===== config.mk =====
export PLATFORM = sky130hd
export DESIGN_NAME = panel_power_ctrl
export DESIGN_NICKNAME = d
export VERILOG_FILES = /design/src/panel_ctrl_pkg.sv /design/src/input_filter.sv /design/src/blink_timer.sv /design/src/panel_power_ctrl.sv
export SDC_FILE = /design/constraint.sdc
export NUM_CORES = 1
export LEC_CHECK = 0
export ABC_AREA = 1
export BUFFER_PORTS_ARGS = -buffer_cell sky130_fd_sc_hd__buf_2
export CORE_MARGIN = 8
export CORE_UTILIZATION = 50
export DETAILED_ROUTE_END_ITERATION = 12
export GPL_TIMING_DRIVEN = 0
export PLACE_DENSITY = 0.7
export SLEW_MARGIN = 30
export SYNTH_ARGS = -nofsm -noshare
export SYNTH_HDL_FRONTEND = slang
export SYNTH_SLANG_ARGS = --single-unit

===== constraint.sdc =====
create_clock -name ref_clk_in -period 2.25 [get_ports ref_clk_in]
set_input_delay 0.1125 -clock ref_clk_in [delete_from_list [all_inputs] [get_ports ref_clk_in]]
set_output_delay 0.1125 -clock ref_clk_in [all_outputs]
set_load 0.1 [all_outputs]

===== src/panel_ctrl_pkg.sv =====
`default_nettype none
package panel_ctrl_pkg;

  // Clock rate and documented times, each in its own unit
  localparam longint unsigned CLK_KHZ = 250000;
  localparam longint unsigned FALLBACK_MS = 4000;
  localparam longint unsigned DEBOUNCE_MS = 10;
  localparam longint unsigned BLINK_HALF_MS = 500;
  localparam longint unsigned PGOOD_DELAY_MS = 100;
  localparam longint unsigned RESET_HOLD_MS = 1;

  // Cycle counts derived from the times above
  localparam int unsigned FALLBACK_CYCLES = 32'(FALLBACK_MS * CLK_KHZ);
  localparam int unsigned DEBOUNCE_CYCLES = 32'(DEBOUNCE_MS * CLK_KHZ);
  localparam int unsigned BLINK_HALF_CYCLES = 32'(BLINK_HALF_MS * CLK_KHZ);
  localparam int unsigned PGOOD_DELAY_CYCLES = 32'(PGOOD_DELAY_MS * CLK_KHZ);
  localparam int unsigned RESET_HOLD_CYCLES = 32'(RESET_HOLD_MS * CLK_KHZ);

  // Correctable memory errors tolerated before the degraded state
  localparam logic [15:0] MEM_ERR_LIMIT = 16'h000a;

  // Register offsets
  localparam logic [7:0] OFS_CONTROL = 8'h00;
  localparam logic [7:0] OFS_FAULTS = 8'h04;
  localparam logic [7:0] OFS_MEM_ERR = 8'h08;
  localparam logic [7:0] OFS_IDENT = 8'h0c;
  localparam logic [7:0] OFS_POWER = 8'h10;
  localparam logic [7:0] OFS_IRQ_STATUS = 8'h14;
  localparam logic [7:0] OFS_IRQ_CLEAR = 8'h18;
  localparam logic [7:0] OFS_IRQ_ENABLE = 8'h1c;

  // Field positions
  localparam int unsigned CTRL_READY_BIT = 0;
  localparam int unsigned FAULT_DEG_LSB = 0;
  localparam int unsigned FAULT_NC_LSB = 8;
  localparam int unsigned FAULT_FATAL_LSB = 16;
  localparam int unsigned MEM_SPARED_BIT = 16;
  localparam int unsigned PWR_SUPPLY_BIT = 8;
  localparam int unsigned PWR_PGOOD_BIT = 9;
  localparam int unsigned PWR_ID_LSB = 12;
  localparam int unsigned PWR_GREEN_BIT = 16;
  localparam int unsigned PWR_AMBER_BIT = 17;
  localparam int unsigned PWR_ID_LAMP_BIT = 18;
  localparam int unsigned IRQ_PWR_PRESS = 0;
  localparam int unsigned IRQ_RST_PRESS = 1;
  localparam int unsigned IRQ_ID_PRESS = 2;
  localparam int unsigned IRQ_FORCED_OFF = 3;
  localparam int unsigned IRQ_POWERED_UP = 4;
  localparam int unsigned IRQ_W = 5;

  // Values after reset
  localparam logic [IRQ_W-1:0] IRQ_EN_RST = 5'h00;
  localparam logic [23:0] FAULTS_RST = 24'h000000;

  // Power sequencer states
  typedef enum logic [4:0] {
    PWR_OFF = 5'b00001,
    PWR_RAMP = 5'b00010,
    PWR_RESET = 5'b00100,
    PWR_ON = 5'b01000,
    PWR_DOWN = 5'b10000
  } pwr_state_t;

  // Identify lamp modes, also the code software writes
  typedef enum logic [2:0] {
    ID_OFF = 3'b001,
    ID_BLINK = 3'b010,
    ID_SOLID = 3'b100
  } id_mode_t;

endpackage
`default_nettype wire


===== src/input_filter.sv =====
`timescale 1ns/1ps
`default_nettype none
// Three-stage synchroniser followed by a stability counter
module input_filter #(
  parameter int unsigned DEBOUNCE_CYCLES = 1
) (
  input wire logic ref_clk_in,
  input wire logic rst_in,
  input wire logic raw_in,
  output logic level_out,
  output logic rise_out
);
  typedef struct packed {
    logic [2:0] sync;
    logic [31:0] cnt;
    logic level;
    logic rise;
  } filt_t;

  filt_t q;
  filt_t d;

  // A change counts once stages two and three agree for the full count
  always_comb begin
    d = q;
    d.sync = {q.sync[1:0], raw_in};
    d.rise = 1'b0;
    if (q.sync[2] == q.sync[1] && q.sync[2] != q.level) begin
      if (q.cnt >= DEBOUNCE_CYCLES - 1) begin
        d.level = q.sync[2];
        d.rise = q.sync[2];
        d.cnt = '0;
      end else begin
        d.cnt = 32'(q.cnt + 32'h1);
      end
    end else begin
      d.cnt = '0; // Bounce restarts the wait
    end
  end

  always_ff @(posedge ref_clk_in) begin
    if (rst_in) begin
      q <= '0;
    end else begin
      q <= d;
    end
  end

  assign level_out = q.level;
  assign rise_out = q.rise;
endmodule // input_filter
`default_nettype wire


===== src/blink_timer.sv =====
`timescale 1ns/1ps
`default_nettype none
// Free-running square wave shared by all blinking lamps
module blink_timer #(
  parameter int unsigned HALF_CYCLES = 1
) (
  input wire logic ref_clk_in,
  input wire logic rst_in,
  output logic phase_out
);
  typedef struct packed {
    logic [31:0] cnt;
    logic phase;
  } blink_t;

  blink_t q;
  blink_t d;

  // Toggle every half period
  always_comb begin
    d = q;
    if (q.cnt >= HALF_CYCLES - 1) begin
      d.cnt = '0;
      d.phase = ~q.phase;
    end else begin
      d.cnt = 32'(q.cnt + 32'h1);
    end
  end

  always_ff @(posedge ref_clk_in) begin
    if (rst_in) begin
      q <= '0;
    end else begin
      q <= d;
    end
  end

  assign phase_out = q.phase;
endmodule // blink_timer
`default_nettype wire


===== src/panel_power_ctrl.sv =====
// Contract
// - Button or wake while off starts power-up
// - Power button becomes request to chipset
// - Drop supply once chipset enters off
// - Unserviced off request forces off after timeout
// - Reset button forwarded as chipset reset request unless off
// - Steady green when booted and ready
// - Blink green on degraded conditions
// - Over ten memory errors with spare: degraded
// - Blink amber on non-fatal alarms
// - Steady amber on fatal conditions
// - Dark when off and no faults
// - Newest indicator request cancels earlier ones
// - Identify press: blink to solid, then off
`timescale 1ns/1ps
`default_nettype none
module panel_power_ctrl #(
  parameter int unsigned FALLBACK_CYCLES = panel_ctrl_pkg::FALLBACK_CYCLES,
  parameter int unsigned DEBOUNCE_CYCLES = panel_ctrl_pkg::DEBOUNCE_CYCLES,
  parameter int unsigned BLINK_HALF_CYCLES = panel_ctrl_pkg::BLINK_HALF_CYCLES,
  parameter int unsigned PGOOD_DELAY_CYCLES = panel_ctrl_pkg::PGOOD_DELAY_CYCLES,
  parameter int unsigned RESET_HOLD_CYCLES = panel_ctrl_pkg::RESET_HOLD_CYCLES
) (
  input wire logic ref_clk_in,
  input wire logic rst_in,
  input wire logic [7:0] reg_addr_in,
  input wire logic [31:0] reg_wdata_in,
  input wire logic reg_write_in,
  input wire logic reg_read_in,
  output logic [31:0] reg_rdata_out,
  input wire logic panel_power_button_low_in,
  input wire logic panel_reset_button_low_in,
  input wire logic panel_identify_button_low_in,
  input wire logic chipset_wake_in,
  input wire logic chipset_off_state_in,
  input wire logic catastrophic_error_in,
  input wire logic thermal_trip_in,
  output logic supply_power_on_out,
  output logic power_good_out,
  output logic platform_reset_low_out,
  output logic chipset_power_request_out,
  output logic chipset_reset_request_out,
  output logic health_lamp_green_low_out,
  output logic health_lamp_amber_low_out,
  output logic identify_lamp_low_out,
  output logic irq_out
);
  localparam int unsigned N_IN = 7;
  localparam int unsigned IN_PWR = 0;
  localparam int unsigned IN_RST = 1;
  localparam int unsigned IN_ID = 2;
  localparam int unsigned IN_WAKE = 3;
  localparam int unsigned IN_OFF = 4;
  localparam int unsigned IN_CAT = 5;
  localparam int unsigned IN_TRIP = 6;
  localparam int unsigned IRQ_W = panel_ctrl_pkg::IRQ_W;

  typedef struct packed {
    panel_ctrl_pkg::pwr_state_t pwr;
    logic [31:0] cnt;
    logic supply_on;
    logic pgood;
    logic rst_act;
    logic pwr_req;
    logic rst_req;
    panel_ctrl_pkg::id_mode_t id;
    logic ready;
    logic [23:0] faults;
    logic [15:0] mem_cnt;
    logic spared;
    logic [IRQ_W-1:0] irq_st;
    logic [IRQ_W-1:0] irq_en;
    logic [31:0] rdata;
    logic green_low;
    logic amber_low;
    logic id_low;
    logic irq;
  } state_t;

  localparam state_t RESET_STATE = '{
    pwr: panel_ctrl_pkg::PWR_OFF,
    id: panel_ctrl_pkg::ID_OFF,
    faults: panel_ctrl_pkg::FAULTS_RST,
    irq_en: panel_ctrl_pkg::IRQ_EN_RST,
    rst_act: 1'b1,
    green_low: 1'b1,
    amber_low: 1'b1,
    id_low: 1'b1,
    default: '0
  };

  // Legal identify codes are one-hot; anything else is ignored
  function automatic logic id_code_ok(input logic [2:0] code);
    return code == panel_ctrl_pkg::ID_OFF || code == panel_ctrl_pkg::ID_BLINK ||
      code == panel_ctrl_pkg::ID_SOLID;
  endfunction

  // Register decode used by both the write and read paths
  function automatic logic hit(input logic [7:0] addr, input logic [7:0] ofs);
    return addr == ofs;
  endfunction

  state_t q;
  state_t d;
  logic [N_IN-1:0] raw;
  logic [N_IN-1:0] level;
  logic [N_IN-1:0] rise;
  logic blink;
  logic fatal;
  logic alarm;
  logic degraded;
  logic mem_degraded;
  logic healthy;
  logic [IRQ_W-1:0] events;
  logic [IRQ_W-1:0] clear;

  // Buttons are inverted so every filtered level is active high
  assign raw = {thermal_trip_in, catastrophic_error_in, chipset_off_state_in,
    chipset_wake_in, ~panel_identify_button_low_in, ~panel_reset_button_low_in,
    ~panel_power_button_low_in};

  // Only the mechanical buttons pay the debounce delay
  generate
    for (genvar i = 0; i < N_IN; i++) begin : g_in
      input_filter #(
        .DEBOUNCE_CYCLES(i <= IN_ID ? DEBOUNCE_CYCLES : 1)
      ) u_filter (
        .ref_clk_in(ref_clk_in),
        .rst_in(rst_in),
        .raw_in(raw[i]),
        .level_out(level[i]),
        .rise_out(rise[i])
      );
    end
  endgenerate

  blink_timer #(
    .HALF_CYCLES(BLINK_HALF_CYCLES)
  ) u_blink (
    .ref_clk_in(ref_clk_in),
    .rst_in(rst_in),
    .phase_out(blink)
  );

  // Health classification, worst condition first
  always_comb begin
    mem_degraded = q.spared && (q.mem_cnt > panel_ctrl_pkg::MEM_ERR_LIMIT);
    fatal = (|q.faults[panel_ctrl_pkg::FAULT_FATAL_LSB +: 8]) || level[IN_TRIP];
    alarm = (|q.faults[panel_ctrl_pkg::FAULT_NC_LSB +: 8]) || level[IN_CAT];
    degraded = (|q.faults[panel_ctrl_pkg::FAULT_DEG_LSB +: 8]) || mem_degraded;
    healthy = q.ready && (q.pwr == panel_ctrl_pkg::PWR_ON);
  end

  // Main next-state logic
  always_comb begin
    d = q;
    d.pwr_req = 1'b0;
    d.rst_req = 1'b0;
    d.rdata = '0;
    events = '0;
    clear = '0;

    // Power sequencer
    unique case (q.pwr)
      panel_ctrl_pkg::PWR_OFF: begin
        if (rise[IN_PWR] || rise[IN_WAKE]) begin
          d.pwr = panel_ctrl_pkg::PWR_RAMP;
          d.supply_on = 1'b1;
          d.cnt = '0;
        end
      end
      panel_ctrl_pkg::PWR_RAMP: begin
        if (q.cnt >= PGOOD_DELAY_CYCLES - 1) begin
          d.pwr = panel_ctrl_pkg::PWR_RESET;
          d.pgood = 1'b1;
          d.cnt = '0;
        end else begin
          d.cnt = 32'(q.cnt + 32'h1);
        end
      end
      panel_ctrl_pkg::PWR_RESET: begin
        if (q.cnt >= RESET_HOLD_CYCLES - 1) begin
          d.pwr = panel_ctrl_pkg::PWR_ON;
          d.rst_act = 1'b0;
          d.cnt = '0;
          events[panel_ctrl_pkg::IRQ_POWERED_UP] = 1'b1;
        end else begin
          d.cnt = 32'(q.cnt + 32'h1);
        end
      end
      panel_ctrl_pkg::PWR_ON: begin
        if (rise[IN_OFF]) begin
          d.pwr = panel_ctrl_pkg::PWR_OFF;
        end else if (rise[IN_PWR]) begin
          // The button never cuts the supply itself; the chipset or the fallback timeout does
          d.pwr_req = 1'b1;
          d.pwr = panel_ctrl_pkg::PWR_DOWN;
          d.cnt = '0;
        end
      end
      panel_ctrl_pkg::PWR_DOWN: begin
        if (rise[IN_OFF]) begin
          d.pwr = panel_ctrl_pkg::PWR_OFF;
        end else if (q.cnt >= FALLBACK_CYCLES - 1) begin
          d.pwr = panel_ctrl_pkg::PWR_OFF;
          events[panel_ctrl_pkg::IRQ_FORCED_OFF] = 1'b1;
        end else begin
          d.cnt = 32'(q.cnt + 32'h1);
        end
      end
    endcase

    // Any move into off drops the supply and re-arms platform reset
    if (d.pwr == panel_ctrl_pkg::PWR_OFF && q.pwr != panel_ctrl_pkg::PWR_OFF) begin
      d.supply_on = 1'b0;
      d.pgood = 1'b0;
      d.rst_act = 1'b1;
      d.cnt = '0;
    end

    // Reset button forwarded whenever power is not off; no software register can block it
    if (rise[IN_RST] && q.pwr != panel_ctrl_pkg::PWR_OFF) begin
      d.rst_req = 1'b1;
    end

    // Identify lamp: press steps the mode, a command below replaces it
    if (rise[IN_ID]) begin
      unique case (q.id)
        panel_ctrl_pkg::ID_BLINK: d.id = panel_ctrl_pkg::ID_SOLID;
        panel_ctrl_pkg::ID_SOLID: d.id = panel_ctrl_pkg::ID_OFF;
        panel_ctrl_pkg::ID_OFF: d.id = panel_ctrl_pkg::ID_SOLID;
      endcase
    end

    events[panel_ctrl_pkg::IRQ_PWR_PRESS] = rise[IN_PWR];
    events[panel_ctrl_pkg::IRQ_RST_PRESS] = rise[IN_RST];
    events[panel_ctrl_pkg::IRQ_ID_PRESS] = rise[IN_ID];

    // Register writes
    if (reg_write_in) begin
      if (hit(reg_addr_in, panel_ctrl_pkg::OFS_CONTROL)) begin
        d.ready = reg_wdata_in[panel_ctrl_pkg::CTRL_READY_BIT];
      end
      if (hit(reg_addr_in, panel_ctrl_pkg::OFS_FAULTS)) begin
        d.faults = reg_wdata_in[23:0];
      end
      if (hit(reg_addr_in, panel_ctrl_pkg::OFS_MEM_ERR)) begin
        d.mem_cnt = reg_wdata_in[15:0];
        d.spared = reg_wdata_in[panel_ctrl_pkg::MEM_SPARED_BIT];
      end
      if (hit(reg_addr_in, panel_ctrl_pkg::OFS_IDENT) && id_code_ok(reg_wdata_in[2:0])) begin
        d.id = panel_ctrl_pkg::id_mode_t'(reg_wdata_in[2:0]);
      end
      if (hit(reg_addr_in, panel_ctrl_pkg::OFS_IRQ_CLEAR)) begin
        clear = reg_wdata_in[IRQ_W-1:0];
      end
      if (hit(reg_addr_in, panel_ctrl_pkg::OFS_IRQ_ENABLE)) begin
        d.irq_en = reg_wdata_in[IRQ_W-1:0];
      end
    end

    // A new event in the clearing cycle survives the clear
    d.irq_st = (q.irq_st & ~clear) | events;
    d.irq = |(d.irq_st & d.irq_en);

    // Register reads; data stand for the one following cycle
    if (reg_read_in) begin
      if (hit(reg_addr_in, panel_ctrl_pkg::OFS_CONTROL)) begin
        d.rdata[panel_ctrl_pkg::CTRL_READY_BIT] = q.ready;
      end
      if (hit(reg_addr_in, panel_ctrl_pkg::OFS_FAULTS)) begin
        d.rdata[23:0] = q.faults;
      end
      if (hit(reg_addr_in, panel_ctrl_pkg::OFS_MEM_ERR)) begin
        d.rdata[15:0] = q.mem_cnt;
        d.rdata[panel_ctrl_pkg::MEM_SPARED_BIT] = q.spared;
      end
      if (hit(reg_addr_in, panel_ctrl_pkg::OFS_IDENT)) begin
        d.rdata[2:0] = q.id;
      end
      if (hit(reg_addr_in, panel_ctrl_pkg::OFS_POWER)) begin
        d.rdata[4:0] = q.pwr;
        d.rdata[panel_ctrl_pkg::PWR_SUPPLY_BIT] = q.supply_on;
        d.rdata[panel_ctrl_pkg::PWR_PGOOD_BIT] = q.pgood;
        d.rdata[panel_ctrl_pkg::PWR_ID_LSB +: 3] = q.id;
        d.rdata[panel_ctrl_pkg::PWR_GREEN_BIT] = ~q.green_low;
        d.rdata[panel_ctrl_pkg::PWR_AMBER_BIT] = ~q.amber_low;
        d.rdata[panel_ctrl_pkg::PWR_ID_LAMP_BIT] = ~q.id_low;
      end
      if (hit(reg_addr_in, panel_ctrl_pkg::OFS_IRQ_STATUS)) begin
        d.rdata[IRQ_W-1:0] = q.irq_st;
      end
      if (hit(reg_addr_in, panel_ctrl_pkg::OFS_IRQ_ENABLE)) begin
        d.rdata[IRQ_W-1:0] = q.irq_en;
      end
    end

    // Health lamp; the worst condition present wins
    d.green_low = 1'b1;
    d.amber_low = 1'b1;
    if (fatal) begin
      d.amber_low = 1'b0;
    end else if (alarm) begin
      d.amber_low = ~blink;
    end else if (degraded) begin
      d.green_low = ~blink;
    end else if (healthy) begin
      d.green_low = 1'b0;
    end else begin
      d.green_low = 1'b1;
    end

    // Identify lamp drive follows the mode already stored
    unique case (q.id)
      panel_ctrl_pkg::ID_SOLID: d.id_low = 1'b0;
      panel_ctrl_pkg::ID_BLINK: d.id_low = ~blink;
      panel_ctrl_pkg::ID_OFF: d.id_low = 1'b1;
    endcase
  end

  always_ff @(posedge ref_clk_in) begin
    if (rst_in) begin
      q <= RESET_STATE;
    end else begin
      q <= d;
    end
  end

  // Every output comes straight from the state register
  assign reg_rdata_out = q.rdata;
  assign supply_power_on_out = q.supply_on;
  assign power_good_out = q.pgood;
  assign platform_reset_low_out = ~q.rst_act;
  assign chipset_power_request_out = q.pwr_req;
  assign chipset_reset_request_out = q.rst_req;
  assign health_lamp_green_low_out = q.green_low;
  assign health_lamp_amber_low_out = q.amber_low;
  assign identify_lamp_low_out = q.id_low;
  assign irq_out = q.irq;
endmodule // panel_power_ctrl
`default_nettype wire


==> flow_metrics.py <==
metrics = {
    "synthesis": {
        "synth-main-ff-cell": "dfxtp_1",
        "synthesis.area_um2": 13500,
        "yosysSeqAreaShare": 0.425,
        "synth_area_leaders": "dfxtp_1, nand2_1, nor2_1",
        "yosysTopAreaCell": "dfxtp_1",
        "synth_most_common_cell": "nand2_1",
        "synth_top_cell_area_share": 0.425,
        "synth-async-reset-ratio": 0,
        "ys_types": 49,
        "synthCells": 1912,
        "synth-seq-cells": 287,
        "synth_edf_count": 0,
        "ys_warn_count": 0,
        "synth_common_cells": "nand2_1, dfxtp_1, nor2_1",
        "syn-mean-instance-area_um2": 7.08,
    },
    "setup_path": {
        "crit_type": "reg -> reg",
        "worstPathCellList": "inv_1, nand2_1, nor4_1, nand2_1, nand2_1, inv_1, nand2_1, inv_1, nand2_4, inv_2, clkbuf_4, nand2_1, a21oi_2",
        "cp-end-kind": "flop",
        "cp_slowest_cell": "nor4_1",
        "crit_path_max_fanout": 10,
        "rrSetupSlack_ns": 0.11,
        "start_kind": "flop",
        "reg2reg_from": "q[130]$_SDFF_PP0_",
        "worstPathRequired_ns": 2.70,
        "r2r_cells": 13,
        "reg2reg_to": "q[109]$_SDFFE_PP0P_",
        "critical-path-max-stage-delay_ns": 0.54,
        "arrival_ns": 2.60,
        "crit_top_cell": "nand2_1",
    },
    "finish": {
        "insertedDiodeCount": 0,
        "drive_above_1_share": 0.120,
        "syn_to_final_growth_pct": 17.9,
        "finalNetCount": 2151,
        "n_fill_cell": 2530,
        "stdcell_count": 2460,
    },
    "global_route": {
        "track_usage": 0.206,
        "grt.overflow.total": 0,
        "antenna_found_initial": 0,
        "grt_start_max_net_pins": 17,
        "grt_first_pass_wirelength_um": 57200,
        "grt_pass1_vias": 11900,
    },
    "cts": {
        "cts.clk_slew.worst_paths_ns": 0.06,
        "cts_sinks": 287,
        "cts_made_buffers": 31,
        "cts_buffer_depth": 3,
        "cts_tree": "done",
        "clockRootBuffer": "clkbuf_16",
        "clk_latency_ns": 0.56,
        "cts_max_level": 1,
        "cts_setup_buffers": 0,
    },
    "timing": {
        "max_slew_margin": 0.537,
        "fin_crit_ns": 2.14,
        "rsz0062_at_grt": "yes",
        "fin_skew_ns": 0.0141,
        "max_freq_mhz": 467,
        "final-hold-violation-count": 0,
        "worstMarginPinSlew_ns": 0.688,
        "finalCritPeriodShare": 0.952,
        "hold_ws_ns": 0.0427,
        "final_max_slew_viol_count": 0,
        "setup_viol": 0,
    },
    "status": {
        "status": "complete, no violations",
    },
    "detailed_routing": {
        "ant_nets": 0,
        "finalWirelength_um": 34500,
        "via_per_inst": 5.07,
        "routedWlPerCell_um": 14.0,
        "dr.pass1.iters": 8,
        "vias": 12500,
        "dr.first_iter.drc_count": 788,
        "drc": 0,
    },
    "min_path": {
        "hold_class": "in -> reg",
        "holdPathEnd": "g_in[2].u_filter.level_out$_SDFFE_PP0P_",
        "whs_path_depth": 4,
        "min-delay-start": "rst_in",
    },
    "power_and_ir_drop": {
        "p_comb_frac": 0.033,
        "p_leak_nw": 6.64,
        "clkPwrFrac": 0.494,
        "ir_worst_vdd_mv": 0.560,
        "p_sw_frac": 0.215,
        "powerDensity_nw_per_um2": 683,
        "power_frac_seq": 0.473,
        "intPower_mw": 8.56,
        "switchingPower_mw": 2.34,
    },
    "placement": {
        "hpwl_um": 25400,
        "placed_cells": 2368,
        "gp_congestion": 0.949,
        "port_buffers": 73,
    },
    "die": {
        "die_w_um": 181,
        "fp.dieArea_um2": 32600,
        "start_util": 0.505,
        "ios": 92,
        "rows": 60,
        "dieHeight_um": 181,
        "core_area_um2": 26800,
    },
    "run": {
        "drv_cap": 0,
    },
}
-- timing repair --
| action | in CTS | in global routing |
|---|---|---|
| endpoints found under the hold margin | 52 | 0 |
| pin swaps | 0 | 0 |
| hold buffers | 35 | 0 |
| gates resized for setup | 2 | 7 |
| endpoints found under the setup margin | 31 | 36 |
| gates cloned | 0 | 0 |
-- area by class of cell --
type,instances,area [um2],area share
buffer,88,548,0.0343
clock buffer,41,873,0.0547
clock inverter,16,231,0.0145
inverter,250,941,0.0589
multi-input combinational,1329,6480,0.406
sequential,287,5750,0.360
tap,341,427,0.0267
timing repair buffer,108,716,0.0448
-- routing by layer --
layer | GRT usage | wire length [um]
met5 | 0 | 0
met4 | 0.0751 | 1110
met1 | 0.260 | 15700
met2 | 0.352 | 15900
met3 | 0.0302 | 1810
-- flip-flops by register name, indices dropped and copies added (netlist names) --
name,cells
g_in.u_filter.q,103
q,93
u_blink.q,32
reg_rdata_out,24
g_in.u_filter.d,14
g_in.u_filter.level_out,7
g_in.u_filter.rise_out,5
chipset_power_request_out,1
chipset_reset_request_out,1
health_lamp_amber_low_out,1
health_lamp_green_low_out,1
identify_lamp_low_out,1
irq_out,1
power_good_out,1
supply_power_on_out,1
u_blink.phase_out,1
-- cell families (layout without fill, tap and decap cells) --
| kind of cell | count (synthesis) | after routing | share of synthesized area |
|---|---|---|---|
| and+or+nand+nor | 968 | 968 | 0.314 |
| buffers and inverters | 338 | 503 | 0.110 |
| DFF | 287 | 287 | 0.425 |
| AOI/OAI and AO/OA | 237 | 237 | 0.0980 |
| xor gates and xnor gates | 76 | 76 | 0.0492 |
| adders and majority gates | 5 | 5 | 0.00462 |
| other | 1 | 43 | 0.000277 |
-- metrics by stage --
step / cell area [um2] / util / setup WS, ns / power, mW / setup TNS, ns
floorplan: 13700 / - / 0.396 / 5.47 / 0
global placement: 14500 / 0.540 / -0.0713 / 5.57 / -1.04
detailed placement: 14500 / 0.540 / -0.0892 / 5.58 / -1.68
CTS: 16000 / 0.595 / 0.0178 / 11.0 / 0
global route: 16000 / 0.596 / -0.00155 / 11.3 / -0.00155
finish: 16000 / 0.596 / 0.107 / 10.9 / 0
-- power by group through the flow --
| stage | combinational (mW) | sequential [mW] | clock, mW |
|---|---|---|---|
| 2_1_floorplan | 0.195 | 5.27 | 0 |
| 3_3_place_gp | 0.309 | 5.27 | 0 |
| 3_5_place_dp | 0.310 | 5.27 | 0 |
| 4_1_cts | 0.360 | 5.16 | 5.50 |
| 5_1_grt | 0.393 | 5.16 | 5.71 |
| 6_report | 0.363 | 5.16 | 5.39 |
-- how the worst max path moves through the flow --
stage / startpoint / to / slack, ns / cells after the start
after floorplan: q[96]$_SDFFE_PP0P_ / q[102]$_SDFFE_PP0P_ / 0.40 / 15
after global placement: q[96]$_SDFFE_PP0P_ / q[108]$_SDFFE_PP0P_ / -0.07 / 15
after detailed placement: q[96]$_SDFFE_PP0P_ / q[109]$_SDFFE_PP0P_ / -0.09 / 15
after CTS: q[96]$_SDFFE_PP0P_ / q[112]$_SDFFE_PP0P_ / 0.02 / 15
after global routing: q[130]$_SDFF_PP0_ / q[111]$_SDFFE_PP0P_ / -0.002 / 13
final: q[130]$_SDFF_PP0_ / q[109]$_SDFFE_PP0P_ / 0.11 / 13
-- worst max-delay path: cells and delay by family, from the launching register on --
kind                   cells  cell delay (ns)
AOI/OAI and AO/OA          1             0.05
DFF                        1             0.33
buffers and inverters      5             0.49
and+or+nand+nor            7             1.13
-- layout by cell type (no fill, tap or decap), types with 35 or more instances in the layout --
| master | n |
|---|---|
| buf_2 | 85 |
| dlygate4sd3_1 | 35 |
| conb_1 | 43 |
| dfxtp_1 | 285 |
| nand2_1 | 389 |
| nand3_1 | 146 |
| nor3_1 | 43 |
| o21ai_0 | 85 |
| buf_4 | 40 |
| a21oi_1 | 99 |
| xor2_1 | 60 |
| inv_1 | 240 |
| nand4_1 | 39 |
| nor2_1 | 279 |
No activity file was read; power rests on OpenSTA's default activity.
